[src/ssps_defines.svh]
`ifndef SSPS_DEFINES_SVH
`define SSPS_DEFINES_SVH

// ==========================================================
// Register offsets
// ==========================================================
`define SSPS_OFS_BC_ERR      8'h1B
`define SSPS_OFS_PIN_LOW     8'h1C
`define SSPS_OFS_PIN_HIGH    8'h1D
`define SSPS_OFS_PORT_SEL    8'h1E
`define SSPS_OFS_FREQ_CNT    8'h1F

// ==========================================================
// Reset values
// ==========================================================
`define SSPS_RST_BC_ERR      8'h00
`define SSPS_RST_PORT_SEL    3'h1
`define SSPS_RST_FREQ_CNT    8'h00
`define SSPS_ZERO_BYTE       8'h00

// ==========================================================
// Field positions of the port select register
// ==========================================================
`define SSPS_SEL_FIRST_BIT   0
`define SSPS_SEL_SECOND_BIT  1
`define SSPS_SEL_ADDR2_BIT   2
`define SSPS_SEL_WIDTH       3

// ==========================================================
// Saturation limits and address step
// ==========================================================
`define SSPS_BC_ERR_MAX      8'hFF
`define SSPS_FREQ_MAX        8'hFF
`define SSPS_ADDR2_STEP      7'h01
`define SSPS_ONE_BYTE        8'h01

// ==========================================================
// Timing: oscillator tick against the 100 MHz clock
// ==========================================================
`define SSPS_CLK_PERIOD_NS   10
`define SSPS_OSC_PERIOD_NS   40
`define SSPS_OSC_TICK_CYC    ((`SSPS_OSC_PERIOD_NS + `SSPS_CLK_PERIOD_NS - 1) / `SSPS_CLK_PERIOD_NS)

`endif

[src/ssps_pkg.sv]
package ssps_pkg;

  // ==========================================================
  // Frequency counter sequencer states, one-hot
  // ==========================================================
  typedef enum logic [1:0] {
    SSPS_FC_IDLE = 2'b01,
    SSPS_FC_RUN  = 2'b10
  } ssps_fc_state_t;

endpackage : ssps_pkg

[src/ssps_sync.sv]
// ==========================================================
// Two-stage synchroniser for asynchronous inputs
// ==========================================================
module ssps_sync #(
  parameter int WIDTH = 1
) (
  input  wire logic             clk_i,
  input  wire logic             sys_rst_i,
  input  wire logic [WIDTH-1:0] async_i,
  output logic      [WIDTH-1:0] sync_o
);

  logic [WIDTH-1:0] meta_q;
  logic [WIDTH-1:0] sync_q;

  // First stage feeds only the second stage
  always_ff @(posedge clk_i)
  begin
    if (sys_rst_i)
    begin
      meta_q <= '0;
      sync_q <= '0;
    end
    else
    begin
      meta_q <= async_i;
      sync_q <= meta_q;
    end
  end

  assign sync_o = sync_q;

endmodule : ssps_sync

[src/ssps_regs.sv]
`include "ssps_defines.svh"

module ssps_regs #(
  parameter int          NUM_PORTS    = 2,
  parameter int          OSC_TICK_CYC = `SSPS_OSC_TICK_CYC
) (
  input  wire logic       clk_i,
  input  wire logic       sys_rst_i,
  // Register access from the local I2C slave engine
  input  wire logic [7:0] reg_addr_i,
  input  wire logic       reg_wr_i,
  input  wire logic       reg_rd_i,
  input  wire logic [7:0] reg_wdata_i,
  input  wire logic       reg_via_second_i,
  output logic      [7:0] reg_rdata_o,
  output logic            reg_rvalid_o,
  output logic            reg_hit_o,
  // Slave address handling
  input  wire logic [6:0] dev_id_i,
  output logic      [6:0] second_addr_o,
  output logic            second_addr_en_o,
  // Port steering for the rest of the register map
  output logic            wr_first_port_o,
  output logic            wr_second_port_o,
  output logic            rd_second_port_o,
  // Self test error events, same clock domain
  input  wire logic       bist_start_i,
  input  wire logic       bist_active_i,
  input  wire logic       bc_crc_err_first_i,
  input  wire logic       bc_crc_err_second_i,
  input  wire logic       bc_err_clear_i,
  // Pin levels, asynchronous
  input  wire logic [3:0] local_line_i,
  input  wire logic       reg_line_five_i,
  input  wire logic       reg_line_six_i,
  input  wire logic       reg_line_seven_i,
  input  wire logic       reg_line_eight_i,
  input  wire logic       remote_line_zero_i,
  input  wire logic       remote_line_one_i,
  input  wire logic       remote_line_two_i,
  input  wire logic       remote_line_three_i,
  // Pixel clock sampled as a plain input
  input  wire logic       pixel_clk_i
);

  // ==========================================================
  // Port view helpers
  // ==========================================================

  // Second port is the target: address path wins over select bits
  function automatic logic ssps_second_view(
    input logic addr2_en,
    input logic via_second,
    input logic sel_bit
  );
    ssps_second_view = addr2_en ? via_second : sel_bit;
  endfunction : ssps_second_view

  // Byte equality on the register offset
  function automatic logic ssps_hit(
    input logic [7:0] addr,
    input logic [7:0] ofs
  );
    ssps_hit = (addr == ofs);
  endfunction : ssps_hit

  // ==========================================================
  // Input synchronisers
  // ==========================================================
  localparam int PIN_W = 13;

  logic [PIN_W-1:0] pin_async;
  logic [PIN_W-1:0] pin_sync;

  assign pin_async = {pixel_clk_i,
                      remote_line_three_i, remote_line_two_i,
                      remote_line_one_i, remote_line_zero_i,
                      reg_line_eight_i, reg_line_seven_i,
                      reg_line_six_i, reg_line_five_i,
                      local_line_i};

  ssps_sync #(
    .WIDTH (PIN_W)
  ) u_pin_sync (
    .clk_i     (clk_i),
    .sys_rst_i (sys_rst_i),
    .async_i   (pin_async),
    .sync_o    (pin_sync)
  );

  // Named views of the synchronised levels
  logic [3:0] local_line_s;
  logic [2:0] reg_line_hi_s;
  logic       reg_line_eight_s;
  logic [3:0] remote_line_s;
  logic       pixel_clk_s;

  assign local_line_s     = pin_sync[3:0];
  assign reg_line_hi_s    = pin_sync[6:4];
  assign reg_line_eight_s = pin_sync[7];
  assign remote_line_s    = pin_sync[11:8];
  assign pixel_clk_s      = pin_sync[12];

  // ==========================================================
  // Address decode
  // ==========================================================
  logic hit_bc_err;
  logic hit_pin_low;
  logic hit_pin_high;
  logic hit_port_sel;
  logic hit_freq;
  logic wr_port_sel;
  logic wr_freq;

  assign hit_bc_err   = ssps_hit(reg_addr_i, `SSPS_OFS_BC_ERR);
  assign hit_pin_low  = ssps_hit(reg_addr_i, `SSPS_OFS_PIN_LOW);
  assign hit_pin_high = ssps_hit(reg_addr_i, `SSPS_OFS_PIN_HIGH);
  assign hit_port_sel = ssps_hit(reg_addr_i, `SSPS_OFS_PORT_SEL);
  assign hit_freq     = ssps_hit(reg_addr_i, `SSPS_OFS_FREQ_CNT);
  assign reg_hit_o    = hit_bc_err | hit_pin_low | hit_pin_high | hit_port_sel | hit_freq;

  // Only the two writable offsets accept writes
  assign wr_port_sel  = reg_wr_i & hit_port_sel;
  assign wr_freq      = reg_wr_i & hit_freq;

  // ==========================================================
  // Port select register
  // ==========================================================
  logic [`SSPS_SEL_WIDTH-1:0] port_sel_q;
  logic [`SSPS_SEL_WIDTH-1:0] port_sel_d;

  // Upper bits of the written byte are dropped
  assign port_sel_d = wr_port_sel ? reg_wdata_i[`SSPS_SEL_WIDTH-1:0] : port_sel_q;

  always_ff @(posedge clk_i)
  begin
    if (sys_rst_i)
      port_sel_q <= `SSPS_RST_PORT_SEL;
    else
      port_sel_q <= port_sel_d;
  end

  logic addr2_en;
  logic sel_first;
  logic sel_second;

  assign addr2_en   = port_sel_q[`SSPS_SEL_ADDR2_BIT];
  assign sel_first  = port_sel_q[`SSPS_SEL_FIRST_BIT];
  assign sel_second = port_sel_q[`SSPS_SEL_SECOND_BIT];

  // Second slave address is own address plus one
  assign second_addr_o    = dev_id_i + `SSPS_ADDR2_STEP;
  assign second_addr_en_o = addr2_en;

  // ==========================================================
  // Port steering
  // ==========================================================
  logic view_second;
  logic via_second_ok;

  // Second address only counts while it is enabled
  assign via_second_ok = addr2_en & reg_via_second_i;

  // Read view: second select wins over first select; both ignored with address two on
  assign view_second = ssps_second_view(addr2_en, via_second_ok, sel_second);

  // Write steering for the port-specific registers elsewhere
  assign wr_second_port_o = ssps_second_view(addr2_en, via_second_ok, sel_second);
  assign wr_first_port_o  = addr2_en ? ~reg_via_second_i : sel_first;
  assign rd_second_port_o = view_second;

  // ==========================================================
  // Back-channel error counters, one per port
  // ==========================================================
  logic [NUM_PORTS-1:0] crc_err;
  logic [7:0]           bc_err_q [NUM_PORTS];
  logic [7:0]           bc_err_d [NUM_PORTS];
  logic                 bc_clear;

  assign crc_err  = {bc_crc_err_second_i, bc_crc_err_first_i};
  assign bc_clear = bist_start_i | bc_err_clear_i;

  genvar gp;
  generate
    for (gp = 0; gp < NUM_PORTS; gp++)
    begin : g_bc_err
      logic count_ev;

      // Errors only count while self test runs
      assign count_ev = bist_active_i & crc_err[gp];

      // An error in the clear cycle is kept as one
      assign bc_err_d[gp] = bc_clear ? (count_ev ? `SSPS_ONE_BYTE : `SSPS_RST_BC_ERR)
                          : (count_ev && bc_err_q[gp] != `SSPS_BC_ERR_MAX)
                          ? bc_err_q[gp] + `SSPS_ONE_BYTE
                          : bc_err_q[gp];

      always_ff @(posedge clk_i)
      begin
        if (sys_rst_i)
          bc_err_q[gp] <= `SSPS_RST_BC_ERR;
        else
          bc_err_q[gp] <= bc_err_d[gp];
      end
    end
  endgenerate

  // ==========================================================
  // Pin status views
  // ==========================================================
  logic [7:0] pin_low_val;
  logic [7:0] pin_high_val;
  logic [3:0] pin_low_nib;

  // Low nibble switches to remote lines with the second port viewed
  assign pin_low_nib  = view_second ? remote_line_s : local_line_s;
  // Bit 4 reserved reads zero; bits are raw levels, valid only for inputs
  assign pin_low_val  = {reg_line_hi_s, 1'b0, pin_low_nib};
  assign pin_high_val = {7'h00, reg_line_eight_s};

  // ==========================================================
  // Pixel clock frequency counter
  // ==========================================================
  localparam int PRE_W = (OSC_TICK_CYC > 1) ? $clog2(OSC_TICK_CYC) : 1;
  localparam logic [PRE_W-1:0] PRE_LAST = PRE_W'(OSC_TICK_CYC - 1);

  ssps_pkg::ssps_fc_state_t fc_state_q;
  ssps_pkg::ssps_fc_state_t fc_state_d;
  logic [PRE_W-1:0]         pre_q;
  logic [PRE_W-1:0]         pre_d;
  logic [7:0]               ticks_q;
  logic [7:0]               ticks_d;
  logic [7:0]               freq_q;
  logic [7:0]               freq_d;
  logic                     pix_prev_q;
  logic                     pix_rise;
  logic                     osc_tick;
  logic                     fc_run;

  // Rising edge taken from the second synchroniser stage only
  assign pix_rise = pixel_clk_s & ~pix_prev_q;
  assign fc_run   = (fc_state_q == ssps_pkg::SSPS_FC_RUN);
  assign osc_tick = fc_run & (pre_q == PRE_LAST);

  // Interval sequencing; a new write restarts the interval
  always_comb
  begin
    fc_state_d = fc_state_q;
    pre_d      = pre_q;
    ticks_d    = ticks_q;
    freq_d     = freq_q;
    if (wr_freq)
    begin
      // Start fresh: zero length gives a zero count
      pre_d      = '0;
      ticks_d    = reg_wdata_i;
      freq_d     = `SSPS_RST_FREQ_CNT;
      fc_state_d = (reg_wdata_i == `SSPS_ZERO_BYTE) ? ssps_pkg::SSPS_FC_IDLE : ssps_pkg::SSPS_FC_RUN;
    end
    else
    begin
      unique case (fc_state_q)
        ssps_pkg::SSPS_FC_IDLE:
        begin
          pre_d = '0;
        end
        ssps_pkg::SSPS_FC_RUN:
        begin
          // Count edges, holding at the top value
          if (pix_rise && freq_q != `SSPS_FREQ_MAX)
            freq_d = freq_q + `SSPS_ONE_BYTE;
          if (osc_tick)
          begin
            pre_d   = '0;
            ticks_d = ticks_q - `SSPS_ONE_BYTE;
            if (ticks_q == `SSPS_ONE_BYTE)
              fc_state_d = ssps_pkg::SSPS_FC_IDLE;
          end
          else
            pre_d = pre_q + PRE_W'(1);
        end
        default:
        begin
          fc_state_d = ssps_pkg::SSPS_FC_IDLE;
        end
      endcase
    end
  end

  // Sequencer state
  always_ff @(posedge clk_i)
  begin
    if (sys_rst_i)
    begin
      fc_state_q <= ssps_pkg::SSPS_FC_IDLE;
      pre_q      <= '0;
      ticks_q    <= `SSPS_ZERO_BYTE;
    end
    else
    begin
      fc_state_q <= fc_state_d;
      pre_q      <= pre_d;
      ticks_q    <= ticks_d;
    end
  end

  // Edge count and edge history
  always_ff @(posedge clk_i)
  begin
    if (sys_rst_i)
    begin
      freq_q     <= `SSPS_RST_FREQ_CNT;
      pix_prev_q <= 1'b0;
    end
    else
    begin
      freq_q     <= freq_d;
      pix_prev_q <= pixel_clk_s;
    end
  end

  // ==========================================================
  // Read data path
  // ==========================================================
  logic [7:0] rd_val;
  logic [7:0] rdata_q;
  logic       rvalid_q;
  logic [7:0] bc_err_view;

  assign bc_err_view = view_second ? bc_err_q[1] : bc_err_q[0];

  // Unmapped offsets and reserved bits read zero
  assign rd_val = hit_bc_err   ? bc_err_view
                : hit_pin_low  ? pin_low_val
                : hit_pin_high ? pin_high_val
                : hit_port_sel ? {5'h00, port_sel_q}
                : hit_freq     ? freq_q
                : `SSPS_ZERO_BYTE;

  // Data captured on the read strobe, valid one cycle later
  always_ff @(posedge clk_i)
  begin
    if (sys_rst_i)
    begin
      rdata_q  <= `SSPS_ZERO_BYTE;
      rvalid_q <= 1'b0;
    end
    else
    begin
      rvalid_q <= reg_rd_i;
      if (reg_rd_i)
        rdata_q <= rd_val;
    end
  end

  assign reg_rdata_o  = rdata_q;
  assign reg_rvalid_o = rvalid_q;

endmodule : ssps_regs

[config.mk]
export PLATFORM = sky130hd
export DESIGN_NAME = ssps_regs
export DESIGN_NICKNAME = d
export VERILOG_FILES = /design/src/ssps_pkg.sv /design/src/ssps_sync.sv /design/src/ssps_regs.sv
export VERILOG_INCLUDE_DIRS = /design/src
export SDC_FILE = /design/constraint.sdc
export NUM_CORES = 1
export LEC_CHECK = 0
export BUFFER_PORTS_ARGS = -buffer_cell sky130_fd_sc_hd__buf_4
export CAP_MARGIN = 10
export CORE_MARGIN = 4
export CORE_UTILIZATION = 45
export CTS_BUF_LIST = sky130_fd_sc_hd__clkbuf_8
export CTS_CLUSTER_SIZE = 20
export DETAILED_ROUTE_END_ITERATION = 10
export GPL_TIMING_DRIVEN = 0
export PLACE_DENSITY = 0.67
export SKIP_LAST_GASP = 1
export SLEW_MARGIN = 20
export SYNTH_ARGS = -nofsm -noshare
export SYNTH_HDL_FRONTEND = slang
export SYNTH_HIERARCHICAL = 1
export SYNTH_SLANG_ARGS = --single-unit
[constraint.sdc]
create_clock -name clk_i -period 3.4 [get_ports clk_i]
set_input_delay 0.34 -clock clk_i [delete_from_list [all_inputs] [get_ports clk_i]]
set_output_delay 0.34 -clock clk_i [all_outputs]
set_load 0.01 [all_outputs]
==> results of run 1 <==
-- final timing paths --
| check | slack, ns | cells past startpoint | startpoint | to |
|---|---|---|---|---|
| min | 0.20 | 2 | remote_line_three_i | u_pin_sync/meta_q[11] |
| max | 1.21 | 5 | port_sel_q[2] | wr_second_port_o |
| min reg2reg | 0.44 | 1 | u_pin_sync/meta_q[2] | u_pin_sync/sync_o[2] |
| max reg2reg | 1.38 | 4 | port_sel_q[2] | reg_rdata_o[0] |
-- kinds of logic after synthesis --
logic type | count (synthesis) | share of synthesized area, %
adders and majority gates | 9 | 3.15
and+or+nand+nor | 137 | 21.3
muxes | 21 | 6.36
AOI/OAI and AO/OA | 71 | 15.0
xor gates and xnor gates | 26 | 6.36
DFF | 75 | 42.0
buffers and inverters | 39 | 5.84
-- registers in the layout, indices dropped and copies added (netlist names) --
name and flops:
fc_state_q 2, reg_rdata_o 8, reg_rvalid_o 1, port_sel_q 3, freq_q 8, pre_q 2, pix_prev_q 1, u_pin_sync/meta_q 13
u_pin_sync/sync_o 13, bc_err_q 16, ticks_q 8
-- per-layer routing --
metal / share of wire, % / global-route usage [%] / up-vias
li1: - / - / 1509
met1: 46 / 21.4 / 1359
met2: 48 / 28.6 / 78
met3: 5.2 / 3.52 / 9
met4: 1.3 / 6.48 / 0
met5: 0 / 0 / -
-- layout by cell type, fill, tap and decap left out, drive strengths merged, types with 3 or more instances in the layout --
cell type | netlist | layout
dfxtp | 75 | 75
buf | 7 | 71
nor2 | 38 | 38
nor2b | 29 | 29
clkbuf | 13 | 26
inv | 19 | 19
xnor2 | 15 | 15
nand2 | 15 | 15
a21oi | 14 | 14
nand3 | 13 | 13
mux2i | 13 | 13
xor2 | 11 | 11
ha | 9 | 9
mux2 | 8 | 8
a211oi | 7 | 7
nand4 | 7 | 7
and4 | 6 | 6
o2111ai | 5 | 5
o32ai | 5 | 5
a22oi | 4 | 4
o21ai | 4 | 4
nor3 | 4 | 4
and2 | 4 | 4
a2111oi | 4 | 4
o211ai | 3 | 3
o21bai | 3 | 3
a22o | 3 | 3
a31oi | 3 | 3
nor4 | 3 | 3
and4b | 3 | 3
a311oi | 3 | 3
-- power by group --
group | leakage (nW) | internal, mW | switching, mW | total [mW]
clock network | 0.122 | 0.494 | 0.317 | 0.810
registers | 0.611 | 0.896 | 0.00661 | 0.903
logic | 1.09 | 0.0768 | 0.0664 | 0.143
total | 1.83 | 1.47 | 0.390 | 1.86
-- worst max-delay path: stages (launching register included) --
cell and delay, ns:
dfxtp_1 0.45, mux2i_2 0.50, buf_6 0.23, inv_1 0.07
buf_4 0.12, buf_4 0.13
-- final cells by class --
class                      count  area share (%)
multi-input combinational    264            42.1
sequential                    75            33.9
timing repair buffer          64            10.8
clock buffer                  13            4.04
buffer                        20            3.10
tap                          102            2.88
inverter                      19            1.61
clock inverter                 3            1.52
==> metrics.md, run 1 <==
| Metric | Value |
|---|---|
| Worst skew pair latency | `0.34 ns` |
| Die H | `97.2 um` |
| Clock transition at path regs | `0.08 ns` |
| Core ar. | `7730 sq um` |
| CP required | `3.06 ns` |
| Dominant synthesized flop cell | `dfxtp_1` |
| Vias in the first global route | `2823` |
| Largest net degree at the start of global routing | `14` |
| Cts hold-fix bufs | `0` |
| Post-CTS sizing | `0` |
| Vias per cell | `5.28` |
| Starting DRT DRC Count | `98` |
| Post-CTS Setup Bufs | `0` |
| CP Max Fanout | `10` |
| Die Wd | `97.2 um` |
| Max H-tree Level | `3` |
| Post-DP Area | `4190 sq um` |
| Setup WS post-layout | `1.21 ns` |
| Final Instance Area | `4430 sq um` |
| CTS root buf | `clkbuf_8` |
| Drt total wl | `7.95 mm` |
| Fin util | `57.4%` |
| CP Capture Type | `primary output` |
| RSZ-0062 raised after global routing | `false` |
| I/O Buffers | `64` |
| Avg WL per Cell | `14.2 um` |
| Fillers | `666` |
| Total grt overflow | `0` |
| CTS Buffer Depth | `2` |
| Area Growth Syn to Fin | `23.9%` |
| # rows | `32` |
| Hold Worst Slack | `0.201 ns` |
| Area of the multi-input gates | `1870 sq um` |
| Syn avg cell area | `9.47 sq um` |
| Status | `complete, no violations` |
| Total GRT Usage | `17.0%` |
| Most common cell in the netlist | `dfxtp_1` |
| Post-synth net total | `433` |
| Top cells by count, synth | `dfxtp_1, nor2_1, nor2b_1` |
| Hpwl dp | `6.14 mm` |
| Num Clock Sinks | `75` |
| Layout cells sized above 1 | `23.8%` |
| FF+latch count, synth | `75` |
| Via count | `2955` |
| Critical path type | `flip-flop to primary output` |
| Routed Antenna Nets | `0` |
| DRC Markers | `0` |
| Initial antenna violation count | `0` |
| Starting Density | `46.3%` |
| Relative slew slack | `60.4%` |
| CTS tree | `done` |
| Fin crit share | `64.3%` |
| TritonCTS buffer count | `9` |
| Post-synthesis sequential area ratio | `42.0%` |
| Synthesized cell area | `3580 sq um` |
| Sequential cell area | `1500 sq um` |
| Setup crit start kind | `flip-flop` |
| Synth top area share | `42.0%` |
| Final Max Slew Viols | `0` |
| CP arrival | `1.85 ns` |
| # setup viols final | `0` |
| Fin Setup TNS | `0 ns` |
| Gpl congestion | `0.877` |
| Pre-CTS setup slack | `1.40 ns` |
| Least-Margin Pin Slew | `0.580 ns` |
| Max_cap viols | `0` |
| Power Total | `1.86 mW` |
| Final std cells w/o fill | `560` |
| Diode count | `0` |
| Final hold vios | `0` |
| Ports | `67` |
| Post-synthesis cell count | `378` |
| Global-route wire length before repair | `13.2 mm` |
| Post-synth EDFFs | `0` |
| Final #Nets | `508` |
| Die area | `9440 sq um` |
| Dpl cells | `544` |
| PwrDens | `419 nW/um^2` |
| VDD IR max | `0.241 mV` |
| Tmin final | `2.19 ns` |
| Leakage power | `1.83 nW` |
| Post-synth cell types | `60` |
| Hold crit path type | `input pin to flip-flop` |
| Upper clock frequency limit | `458 MHz` |
| Ranking of synthesized cells by area | `dfxtp_1, nor2b_1, nor2_1, xnor2_1, mux2i_1` |
| Router iterations before antenna repair | `4` |
| Area leader, netlist | `dfxtp_1` |
| Clock Skews | `0.00719 ns` |
| Async SR Flop Fraction | `0%` |
| Yosys warns | `6` |
Power figures use the tool's default switching activity.
==> inputs of run 2 (changes only) <==
- ABC_AREA: default -> 1
- PLACE_DENSITY: 0.67 -> 0.66
- clock period: 3.4 -> 2.1 ns (I/O delays scaled with it)
==> run 2 against run 1 <==
Die area rose by 7.3%. Highest routed layer unchanged. Combinational power rose by 90%. Clock-buffer cell count fell by 3. Largest cell class unchanged.
==> metrics.md, run 2 <==
| Metric | Value |
|---|---|
| Status | `complete, no violations` |
| Clock Skews | `0.00983 ns` |
| Die H | `101 um` |
| Initial antenna violation count | `0` |
| I/O Buffers | `65` |
| Hold path cells | `3` |
| VDD IR max | `0.406 mV` |
| Most frequent cells in the layout | `nand2_1, inv_1, nor2_1` |
| Starting Density | `46.6%` |
| RSZ-0062 raised after global routing | `false` |
| Max H-tree Level | `3` |
| Global-route wire length before repair | `14.9 mm` |
| TritonCTS buffer count | `9` |
| CP arrival | `1.52 ns` |
| Largest Register | `bc_err_q` |
| CP required | `1.89 ns` |
| CP Max Fanout | `11` |
| Worst skew pair latency | `0.34 ns` |
| Synthesized cell area | `3860 sq um` |
| Layout cells sized above 1 | `16.4%` |
| Largest family of logic cells by synthesized area | `simple AND/OR/NAND/NOR gates` |
| DRC Markers | `0` |
| Max_cap viols | `0` |
| Compound-Gate Fraction of Synth Area | `9.03%` |
| Total grt overflow | `0` |
| Post-synthesis cell count | `578` |
| Drt total wl | `9.04 mm` |
| FF+latch count, synth | `75` |
| Post-CTS sizing | `0` |
| # rows | `33` |
| Clock transition at path regs | `0.08 ns` |
| Vias in the first global route | `3294` |
| Post-synthesis sequential area ratio | `38.9%` |
| Core ar. | `8300 sq um` |
| Final hold vios | `0` |
| PwrDens | `651 nW/um^2` |
| Cts hold-fix bufs | `0` |
| Final #Nets | `709` |
| Syn avg cell area | `6.68 sq um` |
| Upper clock frequency limit | `576 MHz` |
| Fin crit share | `82.6%` |
| CTS tree | `done` |
| Setup WS post-layout | `0.365 ns` |
| Die Wd | `101 um` |
| Area Growth Syn to Fin | `22.3%` |
| Die area | `10100 sq um` |
| Fin Setup TNS | `0 ns` |
| Post-synth cell types | `29` |
| Post-synth EDFFs | `0` |
| Hold crit path type | `input pin to flip-flop` |
| Tmin final | `1.73 ns` |
| CTS root buf | `clkbuf_8` |
| Async SR Flop Fraction | `0%` |
| Ranking of synthesized cells by area | `dfxtp_1, nand2_1, inv_1, nor2_1, nand3_1` |
| XOR/XNOR Fraction of Synth Area | `3.85%` |
| Hpwl dp | `7.00 mm` |
| Final Max Slew Viols | `0` |
| Commonest non-fill, non-tap cell in the layout | `nand2_1` |
| Critical path type | `flip-flop to primary output` |
| Setup crit start kind | `flip-flop` |
| Area leader, netlist | `dfxtp_1` |
| Avg WL per Cell | `11.8 um` |
| Post-synth net total | `633` |
| Synth top area share | `38.9%` |
| Diode count | `0` |
| Dominant synthesized flop cell | `dfxtp_1` |
| Via count | `3704` |
| Leakage power | `2.19 nW` |
| Gpl congestion | `0.873` |
| Largest register FFs | `16` |
| # setup viols final | `0` |
| Num Clock Sinks | `75` |
| Router iterations before antenna repair | `5` |
| Largest net degree at the start of global routing | `13` |
| CTS Buffer Depth | `2` |
| Worst R2R Path Depth | `8` |
| Post-CTS Setup Bufs | `0` |
| Ports | `67` |
| Vias per cell | `4.85` |
| Least-Margin Pin Slew | `0.431 ns` |
| Post-Synth Simple-Gate Area | `34.3%` |
| Yosys warns | `6` |
| Post-synthesis mux area share | `0%` |
| Pre-CTS setup slack | `0.435 ns` |
| Adder-cell share of the synthesized area | `2.91%` |
| Total GRT Usage | `18.4%` |
| Top cells by count, synth | `nand2_1, inv_1, nor2_1` |
| Relative slew slack | `71.1%` |
| CP Capture Type | `primary output` |
| Most common cell in the netlist | `nand2_1` |
| Routed Antenna Nets | `0` |
| Starting DRT DRC Count | `200` |
-- run 2: changes by cell type after synthesis, moves of 11 or more --
cell and delta:
nand3_1 +40, o21ai_0 +27, mux2i_1 -12, xnor2_1 -11
nand2_1 +131, nor2b_1 -29, inv_1 +67, nor2_1 +42
a21oi_1 +23
-- run 2: path summary, 6_finish.rpt --
check | from | slack, ns | endpoint
max | port_sel_q[2] | 0.37 | wr_second_port_o
min | local_line_i[3] | 0.07 | u_pin_sync/meta_q[3]
min reg2reg | u_pin_sync/meta_q[12] | 0.40 | u_pin_sync/sync_o[12]
max reg2reg | bc_err_q[1][0] | 0.45 | bc_err_q[1][0]
-- run 2: routing by layer --
layer  GRT usage [%]  vias to the layer above  wire length (um)
li1                -                     1955                 -
met1            24.8                     1622              4320
met2            29.2                      113              4000
met3            3.11                       14               567
met4            7.36                        0               157
met5               0                        -                 0
-- run 2: kinds of logic (layout without fill, tap and decap cells) --
logic type | Yosys count | in the layout
AOI/OAI and AO/OA | 69 | 69
xor gates and xnor gates | 17 | 17
adders and majority gates | 9 | 9
buffers and inverters | 101 | 182
DFF | 75 | 75
and+or+nand+nor | 307 | 307
-- run 2: power by group --
group          total, mW  internal, mW  leakage [nW]  switching, mW
Combinational      0.272         0.130          1.45          0.143
Clock               1.32         0.814         0.127          0.511
Sequential          1.48          1.46         0.612         0.0187
-- run 2: area by class of cell --
cell class,count,area (sq um)
Clock buffer,10,138
Timing Repair Buffer,65,488
Multi-Input combinational cell,402,1930
Fill cell,825,3570
Buffer,11,88.8
Clock inverter,6,104
Inverter,90,339
Sequential cell,75,1500
Tap cell,105,131
-- run 2: critical path, cell delays in order (launching register included) --
cell	delay [ns]
dfxtp_1	0.40
inv_1	0.12
nand2_1	0.07
nand2_1	0.12
buf_4	0.22
buf_4	0.13
buf_4	0.13
-- run 2: metrics by stage --
stage	cell area (sq um)	power, mW	std cells	hold slack [ns]	utilization (%)
final	4720	3.08	764	0.0688	56.9
after floorplan	3860	1.64	578	0.317	-
after CTS	4720	3.10	764	0.0574	56.9
after detailed placement	4480	1.79	748	0.395	54.0
after global placement	4480	1.78	748	0.391	54.0
after global routing	4720	3.21	764	0.0591	56.9
==> inputs of run 3 (changes only) <==
- clock period: 2.1 -> 1.7 ns (I/O delays scaled with it)
==> run 3 against run 2 <==
Hold slack got worse by 0.040 ns. Cell count rose by 0.52%. Clock power rose by 24%. Non-clock buffer count rose by 4. Register-to-register slack got worse by 0.27 ns. Global-route usage did not move. Largest power group unchanged.
==> metrics.md, run 3 (same netlist as run 2, synthesis figures left out) <==
| Metric | Value |
|---|---|
| Critical path origin | `port_sel_q[2]` |
| Hold Worst Slack | `0.0287 ns` |
| Max_cap viols | `0` |
| Num Clock Sinks | `75` |
| Gpl congestion | `0.873` |
| DRC Markers | `0` |
| Clock transition at path regs | `0.08 ns` |
| Comb pwr share | `9.0%` |
| Pre-CTS setup slack | `0.0348 ns` |
| Drt total wl | `9.08 mm` |
| Reg-to-reg critical path startpoint | `bc_err_q[0][1]` |
| Clock Skews | `0.0112 ns` |
| Final Max Slew Viols | `0` |
| Clk pwr share | `43.1%` |
| Worst skew pair latency | `0.34 ns` |
| Final hold vios | `0` |
| Final #Nets | `713` |
| Starting DRT DRC Count | `178` |
| Relative slew slack | `71.5%` |
| Router iterations before antenna repair | `5` |
| Least-Margin Pin Slew | `0.427 ns` |
| Vias per cell | `4.84` |
| Cts hold-fix bufs | `0` |
| CTS Buffer Depth | `2` |
| Final Instance Area | `4770 sq um` |
| Die Wd | `101 um` |
| Setup WS post-layout | `0.137 ns` |
| CTS tree | `done` |
| Leakage power | `2.21 nW` |
| # setup viols final | `0` |
| Upper clock frequency limit | `640 MHz` |
| Area Growth Syn to Fin | `23.5%` |
| Area of the multi-input gates | `1950 sq um` |
| Hpwl dp | `7.00 mm` |
| Worst r2r dst | `bc_err_q[0][0]` |
| Ports | `67` |
| I/O Buffers | `65` |
| CP Max Fanout | `11` |
| Critical path type | `flip-flop to primary output` |
| Total GRT Usage | `18.4%` |
| Most frequent cells in the layout | `nand2_1, inv_1, nor2_1` |
| VDD IR max | `0.497 mV` |
| CTS root buf | `clkbuf_8` |
| CP arrival | `1.39 ns` |
| Net Sw Power | `837 uW` |
| Die area | `10100 sq um` |
| Reg power frac | `47.9%` |
| TritonCTS buffer count | `9` |
| Starting Density | `46.6%` |
| Tmin final | `1.56 ns` |
| Layout cells sized above 1 | `18.3%` |
| Power Total | `3.81 mW` |
| R2R Setup Slk | `0.18 ns` |
| Via count | `3715` |
| Hold crit path type | `input pin to flip-flop` |
| Avg WL per Cell | `11.8 um` |
| CP Capture Type | `primary output` |
| Max H-tree Level | `3` |
| Setup crit start kind | `flip-flop` |
| CP required | `1.53 ns` |
| Fin crit share | `91.9%` |
| Initial antenna violation count | `0` |
| Routed Antenna Nets | `0` |
| Diode count | `0` |
| Sw Ratio | `22.0%` |
| Largest Register | `bc_err_q` |
| Worst R2R Path Depth | `9` |
| End of the critical path | `wr_second_port_o` |
| Sequential cell area | `1510 sq um` |
| Largest net degree at the start of global routing | `13` |
| PwrDens | `798 nW/um^2` |
| Fin util | `57.5%` |
| Commonest non-fill, non-tap cell in the layout | `nand2_1` |
| Fillers | `814` |
| Die H | `101 um` |
| # rows | `33` |
| Total grt overflow | `0` |
| Post-DP Area | `4480 sq um` |
| Vias in the first global route | `3294` |
| Int Power | `2.97 mW` |
| Status | `complete, no violations` |
| Largest register FFs | `16` |
| Global-route wire length before repair | `14.9 mm` |
| Core ar. | `8300 sq um` |
run 3: worst min path at each step:
stage	from	end	slack (ns)	cells past startpoint
detailed placement	reg_line_seven_i	u_pin_sync/meta_q[6]	0.38	3
global placement	pixel_clk_i	u_pin_sync/meta_q[12]	0.37	3
floorplan	local_line_i[0]	u_pin_sync/meta_q[0]	0.28	2
CTS	local_line_i[3]	u_pin_sync/meta_q[3]	0.02	3
finish	local_line_i[3]	u_pin_sync/meta_q[3]	0.03	3
global route	sys_rst_i	u_pin_sync/meta_q[12]	0.02	2
run 3: power groups by stage:
stage	Combinational, mW	Sequential, mW	Clock [mW]
floorplan	0.167	1.86	0
global placement	0.330	1.87	0
detailed placement	0.339	1.87	0
CTS	0.339	1.83	1.67
global route	0.384	1.83	1.75
finish	0.342	1.83	1.64
run 3: per-stage QoR:
stage,setup TNS (ns),instances
6_report,0,768
4_1_cts,0,764
2_1_floorplan,0,578
3_3_place_gp,0,748
3_5_place_dp,0,748
5_1_grt,-0.0184,768
run 3: cell type report:
| cell class | instances | share of cell area (%) |
|---|---|---|
| sequential | 75 | 31.6 |
| inverter | 90 | 7.11 |
| clock buffer | 10 | 2.88 |
| timing repair buffer | 69 | 10.9 |
| clock inverter | 6 | 2.18 |
| multi-input combinational | 402 | 40.8 |
| buffer | 11 | 1.86 |
| tap | 105 | 2.75 |
run 3: critical path, cell delays in order, from the launching register on:
cell     delay (ns)
dfxtp_2        0.38
inv_2          0.07
nand2_1        0.07
nand2_2        0.08
buf_4          0.19
buf_4          0.13
buf_4          0.13
run 3: timing repair:
| action | 4_1_cts | 5_1_grt |
|---|---|---|
| setup buffers | 0 | 4 |
| gates cloned | 0 | 0 |
| pin swaps | 0 | 2 |
| gates resized for setup | 1 | 9 |
| endpoints found under the setup margin | 1 | 26 |
run 3: per-layer routing:
layer	wire length, um	global-route usage (%)	share of wire [%]	up-vias
li1	-	-	-	1965
met1	4290	24.8	47	1640
met2	4050	29.2	45	97
met3	606	3.11	6.7	13
met4	135	7.36	1.5	0
met5	0	0	0	-
